===== config.mk =====
export PLATFORM = sky130hd
export DESIGN_NAME = cpu_status_flags_and_acc_store
export DESIGN_NICKNAME = d
export VERILOG_FILES = /design/src/hw/status_store_pkg.sv /design/src/hw/cpu_status_flags_and_acc_store.sv
export SDC_FILE = /design/constraint.sdc
export NUM_CORES = 1
export LEC_CHECK = 0
export ABC_AREA = 1
export BUFFER_PORTS_ARGS = -buffer_cell sky130_fd_sc_hd__buf_2
export CORE_UTILIZATION = 51
export DETAILED_ROUTE_END_ITERATION = 7
export GPL_TIMING_DRIVEN = 0
export PLACE_DENSITY = 0.78
export SETUP_SLACK_MARGIN = 0.3
export SLEW_MARGIN = 10
export SYNTH_ARGS = -nofsm -noshare
export SYNTH_HDL_FRONTEND = slang
export SYNTH_SLANG_ARGS = --single-unit

===== constraint.sdc =====
create_clock -name clk_i -period 3.7 [get_ports clk_i]
set_input_delay 0.37 -clock clk_i [delete_from_list [all_inputs] [get_ports clk_i]]
set_output_delay 0.37 -clock clk_i [all_outputs]
set_load 0.01 [all_outputs]

===== src/hw/status_store_pkg.sv =====
// Package with register map, field positions, opcodes and carrier types
package status_store_pkg;

   // Wishbone register byte offsets
   localparam logic [7:0] OFS_STATUS_WORD = 8'h00;
   localparam logic [7:0] OFS_CORE_CONTROL = 8'h04;
   localparam logic [7:0] OFS_INT_CONTROL_ONE = 8'h08;
   localparam logic [7:0] OFS_EVENT_STATUS = 8'h0c;
   localparam logic [7:0] OFS_EVENT_MASK = 8'h10;
   localparam logic [7:0] OFS_LAST_STORE = 8'h14;

   // Status word field positions
   localparam int SW_PRIO_LSB = 5;
   localparam int SW_LOOP = 4;
   localparam int SW_NEG = 3;
   localparam int SW_OVF = 2;
   localparam int SW_ZERO = 1;
   localparam int SW_CARRY = 0;

   // Core control and interrupt control one field positions
   localparam int CC_PRIO_HIGH = 3;
   localparam int CC_SAT_EN = 5;
   localparam int IC1_NEST_DIS = 15;

   // Event bits
   localparam int EV_OVF = 0;
   localparam int EV_SAT = 1;
   localparam int EV_PRIO_REFUSED = 2;
   localparam int EV_W = 3;

   // Reset values
   localparam logic [2:0] PRIO_RESET = 3'h0;
   localparam logic [EV_W-1:0] EV_RESET = 3'h0;

   // Accumulator and store widths, saturation limits
   localparam int ACC_W = 40;
   localparam int ACC_SIGN = 39;
   localparam int RND_W = 24;
   localparam logic [15:0] SAT_POS = 16'h7fff;
   localparam logic [15:0] SAT_NEG = 16'h8000;

   // Instruction codes presented by the decoder
   typedef enum logic [3:0] {
      OP_NONE = 4'h0,
      OP_ADD = 4'h1,
      OP_ADDC = 4'h2,
      OP_SUB = 4'h3,
      OP_SUBB = 4'h4,
      OP_AND = 4'h5,
      OP_IOR = 4'h6,
      OP_XOR = 4'h7,
      OP_STORE_ACC = 4'h8,
      OP_STORE_ACC_RND = 4'h9,
      OP_MULT_ACC_WB = 4'ha
   } op_t;

   // Which ALU flags the instruction is defined to affect
   typedef struct packed {
      logic neg;
      logic ovf;
      logic zero;
      logic carry;
   } flag_upd_t;

   // One instruction issue
   typedef struct packed {
      logic valid;
      op_t op;
      flag_upd_t upd;
      logic [15:0] opa;
      logic [15:0] opb;
      logic [ACC_W-1:0] acc;
      logic [15:0] addr;
   } instr_t;

endpackage


===== src/hw/cpu_status_flags_and_acc_store.sv =====
// Status byte, ALU flags and accumulator store path with Wishbone registers
// Functional notes
// - Status bits 7..5 hold the three-bit priority, 7 blocks user interrupts.
// - The four-bit level joins core control bit 3 above the field; bit 3 set blocks users.
// - The priority field ignores writes while interrupt control one bit 15 is set.
// - Status bit 4 is one while a repeat loop runs and zero otherwise.
// - Status bit 3 follows the sign of the last flag-affecting result.
// - Status bit 2 shows two's complement overflow of the last flag-affecting result, zero for logic results.
// - Status bit 1 is the zero flag, sticky under ADDC and SUBB, where only a later non-zero result clears it.
// - Status bit 0 shows carry-out from the result's top bit.
// - Plain store writes the truncated accumulator, rounded store the rounded one, both saturated only with write saturation on.
// - Multiply-accumulate writeback goes over the X bus and is always rounded.
// - With write saturation on, values clamp to 0x7fff or 0x8000 by the bit 39 sign.
// - With write saturation off, the store value passes unchanged.
//
// Chosen here: register access over Wishbone and the register offsets.
`timescale 1ns/10ps
module cpu_status_flags_and_acc_store #(
   parameter int XADDR_W = 16
) (
   input wire logic clk_i,
   input wire logic rst_i,
   // Wishbone classic slave
   input wire logic [7:0] wb_adr_i,
   input wire logic [31:0] wb_dat_i,
   output logic [31:0] wb_dat_o,
   input wire logic wb_we_i,
   input wire logic [3:0] wb_sel_i,
   input wire logic wb_cyc_i,
   input wire logic wb_stb_i,
   output logic wb_ack_o,
   // Instruction side
   input wire status_store_pkg::instr_t instr_i,
   input wire logic repeat_active_i,
   // X bus store port
   output logic xbus_wr_o,
   output logic [XADDR_W-1:0] xbus_addr_o,
   output logic [15:0] xbus_data_o,
   // Status outputs
   output logic [7:0] status_word_o,
   output logic [3:0] cpu_priority_level_o,
   output logic user_irq_blocked_o,
   output logic irq_o
);

   // Elaboration check on the X bus address width
   if (XADDR_W < 1 || XADDR_W > 16)
   begin : g_bad_width
      $error("XADDR_W must lie between 1 and 16");
   end

   // The store path slices fixed positions out of the package widths
   if (status_store_pkg::ACC_SIGN != status_store_pkg::ACC_W - 1)
   begin : g_bad_sign
      $error("ACC_SIGN must be the top accumulator bit");
   end
   if (status_store_pkg::RND_W != status_store_pkg::ACC_W - 16)
   begin : g_bad_round
      $error("RND_W must cover the accumulator above the store word");
   end
   if (status_store_pkg::EV_W != 3)
   begin : g_bad_events
      $error("EV_W must match the three event sources");
   end
   if (status_store_pkg::SAT_POS != ~status_store_pkg::SAT_NEG)
   begin : g_bad_limits
      $error("SAT_POS and SAT_NEG must be the two 1.15 extremes");
   end

   // Complete state of the block
   typedef struct packed {
      logic [2:0] prio;
      logic prio_high;
      logic nest_dis;
      logic sat_en;
      logic loop_running_flag;
      logic neg;
      logic ovf;
      logic zero;
      logic carry;
      logic [status_store_pkg::EV_W-1:0] ev_sts;
      logic [status_store_pkg::EV_W-1:0] ev_msk;
      logic ack;
      logic [31:0] rdata;
      logic xwr;
      logic [XADDR_W-1:0] xaddr;
      logic [15:0] xdata;
      logic [15:0] last_store;
      logic [3:0] level;
      logic blocked;
      logic irq;
   } state_t;

   state_t state_reg;
   state_t state_next;

   // Rounding adder width, one bit per accumulator bit above the store word
   localparam int RND_W_L = status_store_pkg::RND_W;

   // ALU and store path intermediates
   logic [16:0] sum;
   logic [15:0] res;
   logic arith;
   logic sticky_z;
   logic ovf_now;
   logic [RND_W_L-1:0] rnd;
   logic [15:0] store_val;
   logic sat_hit;
   logic is_store;
   logic do_round;
   logic wr_access;
   logic rd_access;
   logic [2:0] prio_wr;
   logic [status_store_pkg::EV_W-1:0] ev_set;
   logic [31:0] rd_mux;
   logic [7:0] sw_byte;
   logic is_alu;

   // Arithmetic and logic result with carry and overflow
   always_comb
   begin
      sum = 17'h00000;
      arith = 1'b1;
      sticky_z = 1'b0;
      case (instr_i.op)
         status_store_pkg::OP_ADD:
            sum = {1'b0, instr_i.opa} + {1'b0, instr_i.opb};
         status_store_pkg::OP_ADDC:
         begin
            sum = {1'b0, instr_i.opa} + {1'b0, instr_i.opb} + {16'h0000, state_reg.carry};
            sticky_z = 1'b1;
         end
         status_store_pkg::OP_SUB:
            sum = {1'b0, instr_i.opa} + {1'b0, ~instr_i.opb} + 17'h00001;
         status_store_pkg::OP_SUBB:
         begin
            sum = {1'b0, instr_i.opa} + {1'b0, ~instr_i.opb} + {16'h0000, state_reg.carry};
            sticky_z = 1'b1;
         end
         status_store_pkg::OP_AND:
         begin
            sum = {1'b0, instr_i.opa & instr_i.opb};
            arith = 1'b0;
         end
         status_store_pkg::OP_IOR:
         begin
            sum = {1'b0, instr_i.opa | instr_i.opb};
            arith = 1'b0;
         end
         status_store_pkg::OP_XOR:
         begin
            sum = {1'b0, instr_i.opa ^ instr_i.opb};
            arith = 1'b0;
         end
         default:
            arith = 1'b0;
      endcase
      res = sum[15:0];
   end

   // Sign change that the operands cannot explain
   assign ovf_now = arith & (instr_i.opa[15] == (instr_i.opb[15] ^
      (instr_i.op inside {status_store_pkg::OP_SUB, status_store_pkg::OP_SUBB})))
      & (res[15] != instr_i.opa[15]);

   // Only the ALU codes may move the flags; stores and unknown codes leave them
   assign is_alu = instr_i.valid & (instr_i.op inside {status_store_pkg::OP_ADD,
      status_store_pkg::OP_ADDC, status_store_pkg::OP_SUB, status_store_pkg::OP_SUBB,
      status_store_pkg::OP_AND, status_store_pkg::OP_IOR, status_store_pkg::OP_XOR});

   // Store path: truncate or round, then optional write saturation
   always_comb
   begin
      is_store = instr_i.valid & (instr_i.op inside {status_store_pkg::OP_STORE_ACC,
         status_store_pkg::OP_STORE_ACC_RND, status_store_pkg::OP_MULT_ACC_WB});
      do_round = instr_i.op != status_store_pkg::OP_STORE_ACC;
      rnd = instr_i.acc[39:16] + {23'h000000, do_round & instr_i.acc[15]};
      sat_hit = 1'b0;
      store_val = rnd[15:0];
      if (state_reg.sat_en)
      begin
         if (!instr_i.acc[status_store_pkg::ACC_SIGN] && rnd[23:15] != 9'h000)
         begin
            store_val = status_store_pkg::SAT_POS;
            sat_hit = 1'b1;
         end
         else if (instr_i.acc[status_store_pkg::ACC_SIGN] && rnd[23:15] != 9'h1ff)
         begin
            store_val = status_store_pkg::SAT_NEG;
            sat_hit = 1'b1;
         end
      end
   end

   // Wishbone access qualifiers
   // Ack low gate keeps a strobe held at the ack edge from counting twice
   assign wr_access = wb_cyc_i & wb_stb_i & wb_we_i & ~state_reg.ack;
   assign rd_access = wb_cyc_i & wb_stb_i & ~wb_we_i & ~state_reg.ack;

   // Status word as software sees it
   assign sw_byte = {state_reg.prio, state_reg.loop_running_flag, state_reg.neg,
      state_reg.ovf, state_reg.zero, state_reg.carry};

   // Read data multiplexer, unmapped reads as zero
   always_comb
   begin
      rd_mux = 32'h00000000;
      case (wb_adr_i)
         status_store_pkg::OFS_STATUS_WORD:
            rd_mux = {24'h000000, sw_byte};
         status_store_pkg::OFS_CORE_CONTROL:
         begin
            rd_mux[status_store_pkg::CC_PRIO_HIGH] = state_reg.prio_high;
            rd_mux[status_store_pkg::CC_SAT_EN] = state_reg.sat_en;
         end
         status_store_pkg::OFS_INT_CONTROL_ONE:
            rd_mux[status_store_pkg::IC1_NEST_DIS] = state_reg.nest_dis;
         status_store_pkg::OFS_EVENT_STATUS:
            rd_mux = {29'h00000000, state_reg.ev_sts};
         status_store_pkg::OFS_EVENT_MASK:
            rd_mux = {29'h00000000, state_reg.ev_msk};
         status_store_pkg::OFS_LAST_STORE:
            rd_mux = {16'h0000, state_reg.last_store};
         default:
            rd_mux = 32'h00000000;
      endcase
   end

   // Next state of the whole block
   always_comb
   begin
      state_next = state_reg;
      ev_set = '0;
      prio_wr = wb_dat_i[7:5];
      state_next.ack = wb_cyc_i & wb_stb_i & ~state_reg.ack;
      state_next.rdata = rd_access ? rd_mux : state_reg.rdata;
      state_next.xwr = 1'b0;

      // Software writes, hardware updates below take precedence
      if (wr_access)
      begin
         case (wb_adr_i)
            status_store_pkg::OFS_STATUS_WORD:
               if (wb_sel_i[0])
               begin
                  if (!state_reg.nest_dis)
                     state_next.prio = prio_wr;
                  else if (prio_wr != state_reg.prio)
                     ev_set[status_store_pkg::EV_PRIO_REFUSED] = 1'b1;
                  state_next.neg = wb_dat_i[status_store_pkg::SW_NEG];
                  state_next.ovf = wb_dat_i[status_store_pkg::SW_OVF];
                  state_next.zero = wb_dat_i[status_store_pkg::SW_ZERO];
                  state_next.carry = wb_dat_i[status_store_pkg::SW_CARRY];
               end
            status_store_pkg::OFS_CORE_CONTROL:
               if (wb_sel_i[0])
               begin
                  state_next.prio_high = wb_dat_i[status_store_pkg::CC_PRIO_HIGH];
                  state_next.sat_en = wb_dat_i[status_store_pkg::CC_SAT_EN];
               end
            status_store_pkg::OFS_INT_CONTROL_ONE:
               if (wb_sel_i[1])
                  state_next.nest_dis = wb_dat_i[status_store_pkg::IC1_NEST_DIS];
            status_store_pkg::OFS_EVENT_STATUS:
               if (wb_sel_i[0])
                  state_next.ev_sts = state_reg.ev_sts & ~wb_dat_i[2:0];
            status_store_pkg::OFS_EVENT_MASK:
               if (wb_sel_i[0])
                  state_next.ev_msk = wb_dat_i[2:0];
            default:
               state_next.ev_msk = state_reg.ev_msk;
         endcase
      end

      // Repeat loop indicator follows the loop controller
      state_next.loop_running_flag = repeat_active_i;

      // Flag updates only for flags the instruction affects
      // Stores and undecoded codes never reach the flags
      if (is_alu)
      begin
         if (instr_i.upd.neg)
            state_next.neg = res[15];
         if (instr_i.upd.ovf)
         begin
            state_next.ovf = ovf_now;
            ev_set[status_store_pkg::EV_OVF] = ovf_now;
         end
         if (instr_i.upd.zero)
            state_next.zero = sticky_z ? (state_reg.zero & (res == 16'h0000))
               : (res == 16'h0000);
         if (instr_i.upd.carry)
            state_next.carry = sum[16];
      end

      // Accumulator store over the X bus
      if (is_store)
      begin
         state_next.xwr = 1'b1;
         state_next.xaddr = instr_i.addr[XADDR_W-1:0];
         state_next.xdata = store_val;
         state_next.last_store = store_val;
         ev_set[status_store_pkg::EV_SAT] = sat_hit;
      end

      // Sticky events, a new event wins over a clear
      state_next.ev_sts = state_next.ev_sts | ev_set;
      state_next.irq = |(state_next.ev_sts & state_next.ev_msk);

      // Effective four-bit level and user interrupt blocking
      state_next.level = {state_next.prio_high, state_next.prio};
      state_next.blocked = state_next.prio_high | (state_next.prio == 3'h7);
   end

   // State register
   always_ff @(posedge clk_i)
   begin
      if (rst_i)
      begin
         state_reg <= '0;
         state_reg.prio <= status_store_pkg::PRIO_RESET;
         state_reg.ev_sts <= status_store_pkg::EV_RESET;
      end
      else
         state_reg <= state_next;
   end

   // Outputs straight from the state register
   assign wb_ack_o = state_reg.ack;
   assign wb_dat_o = state_reg.rdata;
   assign xbus_wr_o = state_reg.xwr;
   assign xbus_addr_o = state_reg.xaddr;
   assign xbus_data_o = state_reg.xdata;
   assign status_word_o = {state_reg.prio, state_reg.loop_running_flag, state_reg.neg,
      state_reg.ovf, state_reg.zero, state_reg.carry};
   assign cpu_priority_level_o = state_reg.level;
   assign user_irq_blocked_o = state_reg.blocked;
   assign irq_o = state_reg.irq;

endmodule


==> summary.txt <==
Wire length per cell: 14.0 µm
Max Buffers Root-to-Sink: 2
Synth top area cells: dfxtp_1, nand2_1, ha_1
DIE AREA: 17000 µm²
Ys async rst share: 0%
DR iter-0 viols: 678
Dpl hpwl: 20600 µm
CTS clock-pin slew for the worst setup and hold paths: 0.06 ns
RSZ-0062 raised after global routing: true
Critical path, cell by cell: buf_2 -> inv_1 -> nor2_1 -> a21boi_2 -> ha_4 -> ha_1 -> nand2_1 -> nor2_4 -> nand3_1 -> inv_1 -> nand4_1 -> xor2_2 -> nand4_1 -> nand3b_1 -> nand3_1 -> nand2_1 -> inv_1 -> clkbuf_4 -> o21ai_0 -> a21oi_1
Worst setup startpoint: instr_i[95]
Largest net degree at the start of global routing: 13
Post-Syn Instances: 1363
First-pass GRT wire length: 39300 µm
Row Count: 46
CTS tree: built
CTS buffer count: 9
Slew HR: 33.2%
Synth-to-Final Area Change: 18.2%
Worst Max-Slew Pin Slew: 0.998 ns
Reg-to-Reg End: status_word_o[1]
CP Launch Type: input pin
Sequential area share after synthesis: 16.5%
Final Max Tran Viols: 0
Most instantiated cells after synthesis: nand2_1, inv_1, nor2_1
CP Capture Type: flip-flop
GRT Total Usage: 29.4%
Hold WC Path Type: in -> reg
Top-count cell post-synth: nand2_1
Post-synth cell types: 60
Setup WS post-layout: 0.518 ns
Max-cap violation count: 0
Setup TNS: 0 ns
First-pass iteration count of the detailed router: 5
Syn_area_per_cell: 6.15 µm²
PD cells: 277 nW/µm²
Biggest area consumer among synthesized cells: dfxtp_1
Worst Clk Skew: 0.00426 ns
Die Ht: 130 µm
Critical Path Sink: state_reg[21]
Kind of critical path: in -> reg
Final GP Congestion: 0.970
#FFs+latches synth: 69
Post-synth top area share: 16.5%
CP arrival: 3.45 ns
Detailed-route via count: 9282
GRT overflow: 0
Critical path required time: 3.96 ns
Final wirelength: 24900 µm
Endpoints failing setup: 0
Core area: 15900 µm²
Filler Cell Count: 1560
Via density: 5.22
Starting Density: 52.6%
FF-to-FF path depth: 16
Final Cycle Share: 86.0%
Die width: 130 µm
Crit-path max FO: 10
Synth Warn #: 0
Final net count: 1764
Main flop type after synthesis: dfxtp_1
Drc violations: 0
CP dominant cell by count: inv_1
H-tree Lvls: 3
Clock Sinks: 69
Post-layout util: 62.1%
Postcts setup bufs: 0
RR Startpoint: status_word_o[0]
Slowest cell on the critical path: a21boi_2
Synth Cell Area: 8380 µm²
Number of diodes: 0
Fin. Hold Viols: 0
Antenna viol nets, final: 0
DP Worst Slack: -0.240 ns
Worst vdd ir: 266 µV
Number of synthesized flops with an enable pin: 0
Final worst path period need: 3.18 ns
Achievable frequency: 314 MHz
Number of global-route vias before repair: 8338
Status: finished, final reports clean
Fraction of layout cells with a size suffix above 1: 25.6%
IO Count: 227
Crit path largest cell delay: 0.27 ns
Max reg flops: 25
Leak: 5.27 nW
Buffers on Ports: 169
Clock latency on the worst-skew pair: 0.33 ns
Clk root buf: clkbuf_16
R2r setup slk: 1.40 ns
Hold_ws: 0.248 ns
Initial antenna violation count: 0
## critical path, delay by kind of cell
| family | cells | cell delay [ns] |
|---|---|---|
| simple gates | 9 | 1.13 |
| buf+inv | 5 | 0.66 |
| compound gates | 3 | 0.62 |
| fa+ha+maj | 2 | 0.44 |
| xor+xnor | 1 | 0.20 |
## repair_timing
action                     in CTS  in global routing
gates resized for setup         2                  8
hold buffers                    0                  0
setup endpoints to repair      10                 15
## worst min-delay path by stage
stage,start,endpoint,slack (ns),cells after the start
floorplan,wb_dat_o[0],wb_dat_o[0],0.45,2
global placement,wb_dat_o[2],wb_dat_o[2],0.46,2
detailed placement,wb_dat_o[2],wb_dat_o[2],0.46,2
CTS,repeat_active_i,status_word_o[4],0.25,3
global route,repeat_active_i,status_word_o[4],0.26,3
finish,repeat_active_i,status_word_o[4],0.25,3
## area by class of cell
| class | instances | area (µm²) | area share (%) |
|---|---|---|---|
| multi-input cells | 1020 | 5650 | 57.0 |
| clock buffers | 9 | 225 | 2.27 |
| inverters | 182 | 691 | 6.97 |
| flip-flops and latches | 69 | 1380 | 13.9 |
| clock inverters | 6 | 88.8 | 0.897 |
| repair buffers | 169 | 846 | 8.54 |
| well taps | 216 | 270 | 2.73 |
| plain buffers | 107 | 754 | 7.62 |
## power by group
group / total (W) / switching (W) / internal (W) / leakage (nW)
Combinational: 0.00104 / 0.000664 / 0.000373 / 4.56
Clock: 0.000922 / 0.000336 / 0.000586 / 0.147
Sequential: 0.000785 / 0.0000169 / 0.000768 / 0.561
Total: 0.00274 / 0.00102 / 0.00173 / 5.27
## metrics by stage
step | cell area [µm²] | power (W) | std cells
after floorplan | 8440 | 0.00153 | 1378
after global placement | 9560 | 0.00180 | 1763
after detailed placement | 9560 | 0.00182 | 1763
after CTS | 9870 | 0.00272 | 1778
after global routing | 9910 | 0.00290 | 1778
final | 9910 | 0.00274 | 1778
## placed cells by master (no fill, tap or decap), drive strengths merged, types with 6 or more instances in the layout
master	n
nand2	370
buf	261
inv	182
nor2	170
nand3	123
o21ai	79
dfxtp	69
a21oi	60
ha	57
nand4	26
clkbuf	24
xor2	23
o211ai	22
nor3	19
conb	16
nor4	10
xnor2	7
o22ai	6
## kinds of logic (layout without fill, tap and decap cells)
kind of cell / Yosys count / in the layout / synth area share, %
xor gates and xnor gates: 30 / 30 / 3.13
and+or+nand+nor: 731 / 731 / 40.9
AOI/OAI and AO/OA: 184 / 184 / 13.3
adders and majority gates: 59 / 59 / 8.99
other: 1 / 16 / 0.0447
DFF: 69 / 69 / 16.5
buffers and inverters: 289 / 473 / 17.2
## metal layers
metal / part of all wire, % / vias to the layer above / track usage [%] / wire, µm
met5: 0 / - / 0 / 0
met4: 3.0 / 0 / 12.0 / 745
met3: 7.9 / 55 / 3.77 / 1960
met2: 47 / 377 / 50.3 / 11600
met1: 42 / 4153 / 37.2 / 10600
li1: - / 4697 / - / -
Note: power is estimated with default switching activity, not from simulation.
